File: src/common/lcd_pkg.sv
// Purpose: Shared register map, field layout and timing constants.
// Assumes: 8-bit register port with 7-bit word addresses.
// Notes:   Pixel row for common c and segment group g sits at 8c+g.
`default_nettype none
package lcd_pkg;

    localparam int          ADDR_W          = 7;
    localparam logic [6:0]  CONTROL_OFFSET  = 7'h00;
    localparam logic [6:0]  PHASE_OFFSET    = 7'h01;
    localparam logic [6:0]  STATUS_OFFSET   = 7'h02;
    localparam logic [6:0]  SEG_ENABLE_BASE = 7'h08;
    localparam logic [6:0]  PIXEL_BASE      = 7'h40;

    localparam int          EN_BIT          = 7;
    localparam int          SLEEP_BIT       = 6;
    localparam int          CS_LSB          = 3;
    localparam int          MUX_LSB         = 0;
    localparam int          WAVE_BIT        = 7;
    localparam int          PRESC_LSB       = 0;
    localparam int          STAT_RUN_BIT    = 7;
    localparam int          STAT_PHASE_BIT  = 3;

    localparam logic [7:0]  CONTROL_RESET   = 8'h00;
    localparam logic [7:0]  PHASE_RESET     = 8'h00;
    localparam logic [7:0]  SEG_RESET       = 8'h00;
    localparam logic [7:0]  PIXEL_RESET     = 8'h00;

    localparam logic [1:0]  CS_NONE         = 2'h3;
    localparam int          CLOCK_HZ        = 20_000_000;
    localparam int          FIXED_DIV_DFLT  = 8192;

    // Pre-divider ahead of the common ring: 4 static, 2 at 1/2, else 1.
    function automatic logic [2:0] mux_prediv(input logic [2:0] code);
        if (code == 3'h0)
            return 3'h4;
        else if (code == 3'h1)
            return 3'h2;
        else
            return 3'h1;
    endfunction : mux_prediv

endpackage : lcd_pkg
`default_nettype wire

File: src/design/lcd_sync.sv
// Purpose: Three-stage synchroniser with agreement filter per bit.
// Assumes: Inputs are asynchronous to clock.
// Notes:   Output moves only when stages two and three agree.
`timescale 1ns/1ps
`default_nettype none
module lcd_sync #(
    parameter int WIDTH = 3
) (
    input  wire logic             clock,
    input  wire logic             rst_n,
    input  wire logic [WIDTH-1:0] async_in,
    output logic      [WIDTH-1:0] level_out
);
    logic [WIDTH-1:0] stage1_reg;
    logic [WIDTH-1:0] stage2_reg;
    logic [WIDTH-1:0] stage3_reg;

    always_ff @(posedge clock)
    begin
        if (!rst_n)
        begin
            stage1_reg <= '0;
            stage2_reg <= '0;
            stage3_reg <= '0;
        end
        else
        begin
            stage1_reg <= async_in;
            stage2_reg <= stage1_reg;
            stage3_reg <= stage2_reg;
        end
    end

    // One process owns every bit, so no bit of level_out has two writers.
    always_ff @(posedge clock)
    begin
        if (!rst_n)
            level_out <= '0;
        else
            level_out <= (stage2_reg & stage3_reg)
                       | (level_out & (stage2_reg ^ stage3_reg));
    end
endmodule : lcd_sync
`default_nettype wire

File: src/design/lcd_timing.sv
// Purpose: Fixed divider, prescaler and common/phase slice sequencer.
// Assumes: src_edge is a one-cycle pulse per selected source edge.
// Notes:   Half-ticks run at twice the base rate so Type-A slices fit.
`timescale 1ns/1ps
`default_nettype none
module lcd_timing #(
    parameter int FIXED_DIV = lcd_pkg::FIXED_DIV_DFLT
) (
    input  wire logic       clock,
    input  wire logic       rst_n,
    input  wire logic       run,
    input  wire logic       src_edge,
    input  wire logic [2:0] mux_code,
    input  wire logic       wave_b,
    input  wire logic [3:0] presc,
    output logic      [2:0] com_idx,
    output logic            phase,
    output logic            slice_end
);
    localparam int HALF = FIXED_DIV / 2;
    localparam int HW   = (HALF > 1) ? $clog2(HALF) : 1;

    logic [HW-1:0] half_cnt_reg;
    logic [7:0]    slice_cnt_reg;
    logic [3:0]    slice_idx_reg;
    logic          frame_phase_reg;
    logic          half_tick;
    logic [7:0]    base_len;
    logic [7:0]    slice_len;
    logic [3:0]    last_idx;

    assign half_tick = run && src_edge && (half_cnt_reg == HW'(HALF - 1));
    assign base_len  = 8'(lcd_pkg::mux_prediv(mux_code))
                     * ({4'h0, presc} + 8'h01);
    assign slice_len = wave_b ? {base_len[6:0], 1'b0} : base_len;
    assign last_idx  = wave_b ? {1'b0, mux_code}
                              : {mux_code, 1'b1};
    assign slice_end = half_tick && (slice_cnt_reg >= slice_len - 8'h01);

    always_ff @(posedge clock)
    begin
        if (!rst_n || !run)
            half_cnt_reg <= '0;
        else if (src_edge)
            half_cnt_reg <= half_tick ? '0 : half_cnt_reg + HW'(1);
    end

    always_ff @(posedge clock)
    begin
        if (!rst_n || !run)
            slice_cnt_reg <= 8'h00;
        else if (slice_end)
            slice_cnt_reg <= 8'h00;
        else if (half_tick)
            slice_cnt_reg <= slice_cnt_reg + 8'h01;
    end

    // Commons above the selected count are never visited.
    always_ff @(posedge clock)
    begin
        if (!rst_n || !run)
            slice_idx_reg <= 4'h0;
        else if (slice_end)
            slice_idx_reg <= (slice_idx_reg >= last_idx) ? 4'h0
                           : slice_idx_reg + 4'h1;
    end

    // Type-B turns polarity only at the frame boundary.
    always_ff @(posedge clock)
    begin
        if (!rst_n || !run)
            frame_phase_reg <= 1'b0;
        else if (slice_end && slice_idx_reg >= last_idx)
            frame_phase_reg <= !frame_phase_reg;
    end

    assign com_idx = wave_b ? slice_idx_reg[2:0] : slice_idx_reg[3:1];
    assign phase   = wave_b ? frame_phase_reg : slice_idx_reg[0];
endmodule : lcd_timing
`default_nettype wire

File: src/design/segment_lcd_driver.sv
// Purpose: Register-controlled static or multiplexed segment LCD driver.
// Assumes: Clock sources arrive on pins; drive levels are digital.
// Notes:   Bias and contrast are outside this block.
//
// The placing of the registers and strobed register access were decided locally.
`timescale 1ns/1ps
`default_nettype none
module segment_lcd_driver #(
    parameter int COMMONS   = 8,
    parameter int FIXED_DIV = lcd_pkg::FIXED_DIV_DFLT
) (
    input  wire logic        clock,
    input  wire logic        rst_n,
    input  wire logic [6:0]  addr,
    input  wire logic [7:0]  wdata,
    input  wire logic        wr,
    input  wire logic        rd,
    output logic      [7:0]  rdata,
    input  wire logic [2:0]  clk_src,
    input  wire logic        cpu_sleep,
    input  wire logic [63:0] gpio_out,
    input  wire logic [63:0] gpio_oe,
    output logic      [7:0]  com_select,
    output logic             com_phase,
    output logic      [63:0] seg_pin_o,
    output logic      [63:0] seg_pin_oe,
    output logic             lcd_running
);
    generate
        if (COMMONS != 4 && COMMONS != 8)
            $error("COMMONS must be 4 or 8");
        if (FIXED_DIV < 2 || (FIXED_DIV % 2) != 0)
            $error("FIXED_DIV must be even and at least 2");
    endgenerate

    localparam logic [2:0] MUX_MASK = (COMMONS == 8) ? 3'h7 : 3'h3;

    logic [7:0]  control_reg;
    logic [7:0]  phase_reg;
    logic [7:0]  seg_enable_regs [8];
    logic [7:0]  pixel_data_regs [64];
    logic [2:0]  src_level;
    logic        src_prev_reg;
    logic        src_sel;
    logic        src_edge;
    logic        run;
    logic [2:0]  com_idx;
    logic        phase;
    logic        slice_end;
    logic [63:0] seg_dark;
    logic [63:0] seg_enable_bits;
    logic [1:0]  cs_field;
    logic [2:0]  common_count_field;

    assign cs_field = control_reg[lcd_pkg::CS_LSB +: 2];
    assign common_count_field = control_reg[2:0] & MUX_MASK;

    // sleep stops refresh only when allowed
    assign run = control_reg[lcd_pkg::EN_BIT]
              && !(cpu_sleep && control_reg[lcd_pkg::SLEEP_BIT]);

    lcd_sync #(
        .WIDTH (3)
    ) u_sync (
        .clock     (clock),
        .rst_n     (rst_n),
        .async_in  (clk_src),
        .level_out (src_level)
    );

    always_comb
    begin
        if (cs_field == lcd_pkg::CS_NONE)
            src_sel = 1'b0;
        else
            src_sel = src_level[cs_field];
    end

    always_ff @(posedge clock)
    begin
        if (!rst_n)
            src_prev_reg <= 1'b0;
        else
            src_prev_reg <= src_sel;
    end

    assign src_edge = src_sel && !src_prev_reg;

    // prescaler and fixed divider live here
    // mux code sets pre-divide and ring length
    // slices per frame follow waveform type
    lcd_timing #(
        .FIXED_DIV (FIXED_DIV)
    ) u_timing (
        .clock     (clock),
        .rst_n     (rst_n),
        .run       (run),
        .src_edge  (src_edge),
        .mux_code  (common_count_field),
        .wave_b    (phase_reg[lcd_pkg::WAVE_BIT]),
        .presc     (phase_reg[lcd_pkg::PRESC_LSB +: 4]),
        .com_idx   (com_idx),
        .phase     (phase),
        .slice_end (slice_end)
    );

    always_ff @(posedge clock)
    begin
        if (!rst_n)
            control_reg <= lcd_pkg::CONTROL_RESET;
        else if (wr && addr == lcd_pkg::CONTROL_OFFSET)
            control_reg <= wdata;
    end

    always_ff @(posedge clock)
    begin
        if (!rst_n)
            phase_reg <= lcd_pkg::PHASE_RESET;
        else if (wr && addr == lcd_pkg::PHASE_OFFSET)
            phase_reg <= wdata;
    end

    genvar k;
    generate
        for (k = 0; k < 8; k++)
        begin : g_seg
            always_ff @(posedge clock)
            begin
                if (!rst_n)
                    seg_enable_regs[k] <= lcd_pkg::SEG_RESET;
                else if (wr && addr == lcd_pkg::SEG_ENABLE_BASE + 7'(k))
                    seg_enable_regs[k] <= wdata;
            end
            assign seg_enable_bits[8*k +: 8] = seg_enable_regs[k];
            // row 8c+g feeds group g for common c
            assign seg_dark[8*k +: 8] = pixel_data_regs[{com_idx, 3'(k)}];
        end
    endgenerate

    always_ff @(posedge clock)
    begin
        if (!rst_n)
        begin
            for (int i = 0; i < 64; i++)
                pixel_data_regs[i] <= lcd_pkg::PIXEL_RESET;
        end
        else if (wr && addr >= lcd_pkg::PIXEL_BASE)
            pixel_data_regs[addr[5:0]] <= wdata;
    end

    always_ff @(posedge clock)
    begin
        if (!rst_n)
            rdata <= 8'h00;
        else if (!rd)
            rdata <= 8'h00;
        else if (addr == lcd_pkg::CONTROL_OFFSET)
            rdata <= control_reg;
        else if (addr == lcd_pkg::PHASE_OFFSET)
            rdata <= phase_reg;
        else if (addr == lcd_pkg::STATUS_OFFSET)
            rdata <= {run, 3'h0, phase, com_idx};
        else if (addr >= lcd_pkg::SEG_ENABLE_BASE
                 && addr < lcd_pkg::SEG_ENABLE_BASE + 7'h08)
            rdata <= seg_enable_regs[addr[2:0]];
        else if (addr >= lcd_pkg::PIXEL_BASE)
            rdata <= pixel_data_regs[addr[5:0]];
        else
            rdata <= 8'h00;
    end

    always_ff @(posedge clock)
    begin
        if (!rst_n || !run)
        begin
            com_select <= 8'h00;
            com_phase  <= 1'b0;
        end
        else
        begin
            com_select <= 8'h01 << com_idx;
            com_phase  <= phase;
        end
    end

    // enabled pins go to the LCD, others to GPIO
    // a dark pixel drives opposite to the common
    // only visited commons ever select pixel rows
    always_ff @(posedge clock)
    begin
        if (!rst_n)
        begin
            seg_pin_o  <= 64'h0;
            seg_pin_oe <= 64'h0;
        end
        else
        begin
            for (int s = 0; s < 64; s++)
            begin
                if (seg_enable_bits[s])
                begin
                    seg_pin_oe[s] <= 1'b1;
                    seg_pin_o[s]  <= run && (seg_dark[s] ^ phase);
                end
                else
                begin
                    seg_pin_oe[s] <= gpio_oe[s];
                    seg_pin_o[s]  <= gpio_out[s];
                end
            end
        end
    end

    always_ff @(posedge clock)
    begin
        if (!rst_n)
            lcd_running <= 1'b0;
        else
            lcd_running <= run;
    end

    // Checks below watch only what this block drives.
    logic [2:0] last_com_reg;

    always_ff @(posedge clock)
    begin
        if (!rst_n)
            last_com_reg <= 3'h0;
        else if (run)
            last_com_reg <= com_idx;
    end

    chk_enable_off_idle: assert property (
        @(posedge clock) disable iff (!rst_n)
        !control_reg[lcd_pkg::EN_BIT] |=> com_select == 8'h00)
        else $error("commons driven while disabled");

    chk_sleep_keeps_run: assert property (
        @(posedge clock) disable iff (!rst_n)
        control_reg[lcd_pkg::EN_BIT] && !control_reg[lcd_pkg::SLEEP_BIT]
        |=> lcd_running)
        else $error("refresh stopped with sleep bit clear");

    chk_sleep_stops_run: assert property (
        @(posedge clock) disable iff (!rst_n)
        cpu_sleep && control_reg[lcd_pkg::SLEEP_BIT] |=> !lcd_running)
        else $error("refresh kept during allowed sleep");

    chk_no_source_still: assert property (
        @(posedge clock) disable iff (!rst_n)
        cs_field == lcd_pkg::CS_NONE |-> !src_edge)
        else $error("edge seen with no source selected");

    chk_common_in_range: assert property (
        @(posedge clock) disable iff (!rst_n)
        run |-> com_idx <= common_count_field)
        else $error("common beyond selected count");

    chk_common_onehot: assert property (
        @(posedge clock) disable iff (!rst_n)
        run ##1 run |-> $onehot(com_select)
                       && com_select == (8'h01 << $past(com_idx)))
        else $error("common select not one-hot");

    chk_gpio_passes: assert property (
        @(posedge clock) disable iff (!rst_n)
        rst_n && seg_enable_bits[0] == 1'b0 ##1 seg_enable_bits[0] == 1'b0
        |-> seg_pin_oe[0] == $past(gpio_oe[0])
            && seg_pin_o[0] == $past(gpio_out[0]))
        else $error("GPIO not passed on unowned pin");

    chk_lcd_owns_pin: assert property (
        @(posedge clock) disable iff (!rst_n)
        seg_enable_bits[63] |=> seg_pin_oe[63])
        else $error("owned segment pin not driven");

    chk_pixel_drive: assert property (
        @(posedge clock) disable iff (!rst_n)
        run && seg_enable_bits[8]
        |=> seg_pin_o[8] == ($past(pixel_data_regs[{com_idx, 3'h1}][0])
                             ^ $past(phase)))
        else $error("segment level does not follow pixel bit");

    chk_pixel_write: assert property (
        @(posedge clock) disable iff (!rst_n)
        wr && addr == 7'h7F |=> pixel_data_regs[63] == $past(wdata))
        else $error("pixel register write lost");

    chk_ring_step: assert property (
        @(posedge clock) disable iff (!rst_n)
        run && slice_end && phase_reg[lcd_pkg::WAVE_BIT]
        && com_idx < common_count_field
        |=> !run || com_idx == last_com_reg + 3'h1)
        else $error("Type-B ring skipped a common");

    chk_read_return: assert property (
        @(posedge clock) disable iff (!rst_n)
        rd && addr == lcd_pkg::CONTROL_OFFSET |=> rdata == $past(control_reg))
        else $error("control readback wrong");

    cov_typea_run: cover property (
        @(posedge clock) disable iff (!rst_n)
        run && !phase_reg[lcd_pkg::WAVE_BIT] && slice_end);

    cov_typeb_run: cover property (
        @(posedge clock) disable iff (!rst_n)
        run && phase_reg[lcd_pkg::WAVE_BIT] && slice_end && com_idx == 3'h7);

    cov_sleep_stop: cover property (
        @(posedge clock) disable iff (!rst_n)
        lcd_running ##1 !lcd_running && cpu_sleep);

endmodule : segment_lcd_driver
`default_nettype wire

File: config.mk
export PLATFORM = sky130hd
export DESIGN_NAME = segment_lcd_driver
export DESIGN_NICKNAME = d
export VERILOG_FILES = /design/src/common/lcd_pkg.sv /design/src/design/lcd_sync.sv /design/src/design/lcd_timing.sv /design/src/design/segment_lcd_driver.sv
export SDC_FILE = /design/constraint.sdc
export NUM_CORES = 2
export LEC_CHECK = 0
export BUFFER_PORTS_ARGS = -buffer_cell sky130_fd_sc_hd__buf_4
export CAP_MARGIN = 10
export CORE_AREA = 2 2 261 263
export CTS_CLUSTER_SIZE = 30
export DETAILED_ROUTE_END_ITERATION = 7
export DIE_AREA = 0 0 263 265
export GPL_TIMING_DRIVEN = 0
export PLACE_DENSITY = 0.8
export SYNTH_ARGS = -nofsm -noshare
export SYNTH_HDL_FRONTEND = slang
export SYNTH_SLANG_ARGS = --single-unit
File: constraint.sdc
create_clock -name clock -period 5.7 [get_ports clock]
set_clock_uncertainty 0.05 [all_clocks]
set_input_delay 1.14 -clock clock [delete_from_list [all_inputs] [get_ports clock]]
set_output_delay 1.14 -clock clock [all_outputs]
set_load 0.02 [all_outputs]
== Yosys cells after proc, flatten, opt, wreduce, memory -nomap -nowiden ==
Memory sizes are Yosys's and may differ from the RTL's.
Index checks and enable logic that the tools add are counted.

* Add/subtract/negate cells: 5
* Multipliers: 1
* Magnitude comparators: 6
* Equality and inequality tests: 13
* Shift operators: 1
* Multiplexer cells: 183
* Bitwise logic cells: 76
* Reduce and logical (&&, ||, !) cells: 94

{| class="wikitable"
|+ Operator list
! operator !! count
|-
| two-way mux 1 bit || 160
|-
| two-way mux 8 bit || 15
|-
| logical AND 1 bit || 83
|-
| bitwise XOR 1 bit || 64
|-
| == test 7 x 4 -> 1 bit, second input constant || 8
|-
| adder 12 x 1 -> 12 bit, second input constant || 1
|-
| == test 12 bit, second input constant || 1
|-
| two-way mux 12 bit || 1
|-
| adder 8 x 1 -> 8 bit, second input constant || 1
|-
| >= comparator 8 bit || 1
|-
| multiplier 3 x 8 -> 8 bit || 1
|-
| two-way mux 4 bit || 2
|-
| OR 1 bit || 8
|-
| OR reduction 8 bit || 1
|-
| left shift 1 x 3 -> 8 bit, first input constant || 1
|-
| subtractor 8 x 1 -> 8 bit, second input constant || 1
|-
| == test 7 x 1 -> 1 bit, second input constant || 1
|-
| == test 7 x 2 -> 1 bit, second input constant || 1
|-
| >= comparator 7 x 4 -> 1 bit, second input constant || 1
|-
| >= comparator 7 bit, second input constant || 1
|-
| logical NOT 7 bit || 1
|-
| < comparator 7 x 5 -> 1 bit, second input constant || 1
|-
| AND 3 bit || 2
|-
| two-way mux 3 bit || 2
|-
| 16 further kinds || 20
|}

* Register bits: 200
* Memory bits (writable): 576
* Bits of input ports: 151
* Output and inout port bits: 146
* Word-level logic and storage cells: 398
* Memories: 2

{| class="wikitable"
|+ Memories
! memory !! depth !! bits a word !! rd ports !! clocked after memory_dff !! wr ports !! line !! RTL
|-
| pixel_data_regs || 64 || 8 || 9 || 0 || 64 || segment_lcd_driver.sv:41 || <nowiki>logic [7:0] pixel_data_regs [64];</nowiki>
|-
| seg_enable_regs || 8 || 8 || 9 || 0 || 8 || segment_lcd_driver.sv:40 || <nowiki>logic [7:0] seg_enable_regs [8];</nowiki>
|}

== Longest topological paths before layout ==
* Depth in word-level cells: 9
* Depth in mapped cells: 21
* Gate-level depth less buffers: 21

== Cells and area by module ==
From an unflattened synthesis, not the netlist that was laid out.

* Cell total of the unflattened synthesis: 3017
* Area total of the unflattened synthesis: 39121.3 sq um

{| class="wikitable"
|+ Modules (own cells, without submodules)
! module !! times used !! cells each !! area each (sq um) !! sequential area each (sq um)
|-
| segment_lcd_driver || 1 || 2704 || 36521.3 || 20559.7
|-
| lcd_timing || 1 || 282 || 2213.4 || 500.5
|-
| lcd_sync || 1 || 31 || 386.6 || 240.2
|}

== Worst setup path before layout ==
OpenSTA, ideal clock, no wires.

* Path kind: register -> register
* Start: register phase_reg[0]
* End: register u_timing.slice_cnt_reg[6]
* Setup time: 0.075 ns
* Data arrival time: 4.939 ns
* Data required time: 5.575 ns
* Path slack: 0.636 ns
* Cell stages (with the launch flop): 20
* Path buffers: 1
* Period minus slack after synthesis: 5.064 ns
* Path through: dfxtp_1 ha_1 xor2_1 o21ai_0 fa_1 inv_1 ha_1 inv_1 fa_1 inv_1 nor4_1 xnor2_1 a221oi_1 ha_1 a2111oi_0 nor2b_1 o21a_1 clkbuf_1 o211ai_1 a31oi_1

* Cells in the longest elaborated chain, start to end: 7

{| class="wikitable"
|+ Ends and longest elaborated chain
! what !! line !! RTL
|-
| start, declared || segment_lcd_driver.sv:39 || <nowiki>logic [7:0] phase_reg;</nowiki>
|-
| start signal, assigned || segment_lcd_driver.sv:118 || <nowiki>phase_reg <= lcd_pkg::PHASE_RESET;</nowiki>
|-
| start signal, assigned || segment_lcd_driver.sv:120 || <nowiki>phase_reg <= wdata;</nowiki>
|-
| adder 4 x 1 -> 5 bit || lcd_timing.sv:34 || <nowiki>* ({4'h0, presc} + 8'h01);</nowiki>
|-
| multiplier 3 x 8 -> 8 bit || lcd_timing.sv:34 ||
|-
| two-way mux 8 bit || lcd_timing.sv:35 || <nowiki>assign slice_len = wave_b ? {base_len[6:0], 1'b0} : base_len;</nowiki>
|-
| subtractor 8 x 1 -> 8 bit || lcd_timing.sv:38 || <nowiki>assign slice_end = half_tick && (slice_cnt_reg >= slice_len - 8'h01);</nowiki>
|-
| >= comparator 8 bit || lcd_timing.sv:38 ||
|-
| logical AND 1 bit || lcd_timing.sv:38 ||
|-
| OR reduction 2 bit (no line) || -- ||
|-
| end signal, assigned || lcd_timing.sv:55 || <nowiki>slice_cnt_reg <= slice_cnt_reg + 8'h01;</nowiki>
|-
| end, declared || lcd_timing.sv:24 || <nowiki>logic [7:0] slice_cnt_reg;</nowiki>
|}

No other way between the ends.
A chain may end at the register's enable or synchronous reset.

==> metrics.md <==
| Metric | Value |
|---|---|
| Detailed Route Iter0 Violations | `7538` |
| CP most frequent cell | `buf_2` |
| Antenna violation net count after detailed routing | `0` |
| Delay-heaviest family, CP | `buffers and inverters` |
| Tot GR Track Use | `54.9%` |
| Sequential share of power | `48.2%` |
| Starting Density | `60.3%` |
| Multiplexer share of the synthesized area | `14.2%` |
| Clock sinks | `776` |
| Post-synth EDFFs | `576` |
| Drt total wl | `193 mm` |
| Worst min path class | `flop to flop` |
| Asr flop ratio synth | `0%` |
| Post-Syn Nets | `3523` |
| Die height | `265 um` |
| CP Capture Type | `flop` |
| Post-Synth Adder-Cell Area | `1.01%` |
| Clock latency on the worst-skew pair | `700 ps` |
| Cell row count | `95` |
| CTS tree | `yes` |
| Non-filler instance count after layout | `4718` |
| CTS Root Cell | `clkbuf_16` |
| Placed insts | `4525` |
| Critical path data arrival time | `5610 ps` |
| Final setup vio count | `0` |
| Critical-path maximum fanout | `10` |
| Unrepaired setup endpoints after global routing | `no` |
| Multi-input gate area | `17600 sq um` |
| Post-DP HPWL | `146 mm` |
| Critical-path top delay cell | `o21ai_0` |
| Die area | `69700 sq um` |
| Max-cap violation count | `0` |
| Internal power | `10.0 mW` |
| Failing checks | `design-rule violations` |
| PD cells | `293 nW/um^2` |
| Largest net degree at the start of global routing | `15` |
| Max reg flops | `512` |
| Area Growth Syn to Fin | `16.1%` |
| Max_slew headroom | `0.352%` |
| Core box area | `66800 sq um` |
| Clock share of power | `41.2%` |
| # DRC | `2` |
| First-pass GRT wire length | `260 mm` |
| Sequential area share after synthesis | `52.9%` |
| Final total power | `13.7 mW` |
| DR WL/cell | `41.0 um` |
| Fin crit share | `93.9%` |
| Simple-Gate Fraction of Synth Area | `16.6%` |
| VDD IR max | `0.000448 V` |
| Syn_area_per_cell | `12.1 sq um` |
| Layout net count | `3945` |
| Final Util | `70.0%` |
| Largest family of logic cells by synthesized area | `simple AND/OR/NAND/NOR gates` |
| Synth Area in XOR/XNOR | `0.935%` |
| Worst Path Buf+Inv | `5` |
| # IOs | `297` |
| Width of the chip | `263 um` |
| Main synth FF type | `edfxtp_1` |
| P_sw | `3.66 mW` |
| Vias per cell | `7.48` |
| Gate power share | `10.6%` |
| Least-Margin Pin Slew | `1490 ps` |
| Initial antenna violation count | `12` |
| CP Cell Sequence | `buf_4, buf_2, buf_2, buf_2, nand3_1, clkbuf_1, o21ai_0` |
| CP max stage delay | `1170 ps` |
| Number of global-route vias before repair | `32800` |
| Fillers | `4785` |
| Vias | `35300` |
| Largest Register | `pixel_data_regs` |
| Cells after Synth | `3342` |
| Compound-gate portion of the synthesized area | `10.9%` |
| Htree depth | `3` |
| CTS Buf Count | `82` |
| Total leakage power | `16.7 nW` |
| Layout cells sized above 1 | `21.7%` |
| Worst path required time | `5960 ps` |
| Final hold viol count | `0` |
| Worst-path clk slew | `60 ps` |
| Max Transition Viols Final | `0` |
| GRT overflow | `0` |
| Setup TNS | `0 ps` |
| Register Area | `21300 sq um` |
| Sw Share | `26.7%` |
| Syn Std Cell Area | `40300 sq um` |
| Run status | `complete, but fails checks` |
| Synthesis-stage register bit count | `776` |
| CP startpoint kind | `input pin` |
| Cell variety after synth | `71` |
| Setup Crit Path Kind | `input pin to flop` |
| Final min period | `5350 ps` |
| Clock Path Buffers | `3` |
| Drt pass-1 iters | `8` |
| IO Port Bufs | `286` |
| Syn. warnings | `0` |
| Fmax | `187 MHz` |
| GPL Wtd Cong | `1.14` |
worst register-to-register path, delay by kind of cell, from the launching register on:
| kind | cells | cell delay (ps) |
|---|---|---|
| AO/OA/AOI/OAI | 5 | 1120 |
| flip-flops | 1 | 470 |
| adder cells (fa/ha/maj) | 5 | 1710 |
| buffers and inverters | 4 | 480 |
| AND/OR/NAND/NOR | 6 | 1100 |
| XOR/XNOR | 1 | 230 |
kinds of logic (layout without fill, tap and decap cells):
group	Yosys count	after routing
multiplexers	309	309
flip-flops	776	776
XOR/XNOR	43	43
other	0	14
AO/OA/AOI/OAI	611	611
AND/OR/NAND/NOR	1252	1252
buffers and inverters	321	810
adder cells (fa/ha/maj)	30	30
cell type report:
type                    count  share of cell area [%]
clock buffers             116                    5.09
inverters                  23                   0.185
multi-input cells        2245                    37.7
clock inverters            35                   0.955
flip-flops and latches    776                    45.5
plain buffers             298                    2.84
diodes                     14                  0.0749
repair buffers            338                    5.31
well taps                 873                    2.34
timing repair:
item                                    CTS  global route
hold buffers                              0             0
setup buffers                             0             0
endpoints found under the setup margin    9            13
cloned                                    0             0
gates resized for setup                   1            10
Yosys cell counts (all sizes together), types with 6 or more instances:
library cell	instances	share of area, %
nor4	6	0.11
a31oi	48	0.75
o21a	66	1.2
nand3	86	1.1
o21ai	149	1.9
ha	26	0.81
o221a	17	0.48
or2	10	0.16
nand3b	29	0.54
nor2b	22	0.34
a22oi	96	2.2
nand2	237	2.2
a221oi	12	0.26
nand2b	15	0.23
nor3	70	0.87
nor2	163	1.5
dfxtp	200	9.9
xnor2	35	0.76
o211ai	45	0.84
a22o	7	0.15
mux2	8	0.23
edfxtp	576	43
mux2i	93	2.3
and2	593	9.2
a21o	6	0.11
a32oi	17	0.37
a21boi	27	0.51
o22ai	12	0.19
inv	21	0.20
a311oi	6	0.13
o41ai	7	0.26
mux4	208	12
clkbuf	201	1.9
xor2	8	0.17
buf	97	1.4
a21oi	37	0.46
or3	8	0.12
o31ai	41	0.76
nand4	6	0.093
power by group through the flow:
| stage | Clock, mW | Combinational (mW) | Sequential (mW) |
|---|---|---|---|
| finish | 5.64 | 1.45 | 6.60 |
| global route | 5.76 | 1.43 | 6.59 |
| CTS | 5.55 | 1.33 | 6.57 |
| detailed placement | 0 | 1.33 | 6.68 |
| global placement | 0 | 1.30 | 6.68 |
| floorplan | 0 | 0.624 | 6.60 |
worst paths after layout:
| kind | cells after the start | slack (ps) | from | to |
|---|---|---|---|---|
| max reg2reg | 21 | 430 | phase_reg[1] | u_timing.slice_cnt_reg[6] |
| min | 1 | 390 | u_sync.stage1_reg[2] | u_sync.stage2_reg[2] |
| min reg2reg | 1 | 390 | u_sync.stage1_reg[2] | u_sync.stage2_reg[2] |
| max | 7 | 350 | addr[1] | pixel_data_regs[55][0] |
cell usage in the layout, fill, tap and decap left out, types with 22 or more instances in the layout:
cell / count
a21oi_1: 37
a22oi_1: 66
a22oi_2: 30
a31oi_1: 48
and2_1: 593
buf_1: 27
buf_2: 74
buf_4: 311
clkbuf_1: 213
clkbuf_16: 85
dfxtp_1: 200
edfxtp_1: 576
ha_1: 26
mux2i_1: 93
mux4_2: 208
nand2_1: 236
nand3_1: 85
nand3b_1: 29
nor2_1: 163
nor2b_1: 22
nor3_1: 69
o211ai_1: 45
o21a_1: 65
o21ai_0: 95
o21ai_1: 53
o31ai_1: 41
xnor2_1: 35
stage by stage:
step,hold slack [ps],setup slack (ps),cell area (sq um)
floorplan,362,636,40300
global placement,377,-249,43500
detailed placement,370,-142,43700
CTS,393,23.5,46500
global route,418,27.1,46700
finish,392,348,46800
per-layer routing:
metal  GRT usage, %  part of all wire (%)  routed length [um]  up-vias
met2           75.9                    40               78100     3831
met3           27.5                    17               33600     1106
met1           65.2                    32               61400    17000
met4           42.2                    10               20200        4
met5           1.25                 0.053                 103        -
li1               -                     -                   -    13300
No activity file was read; power rests on OpenSTA's default activity.
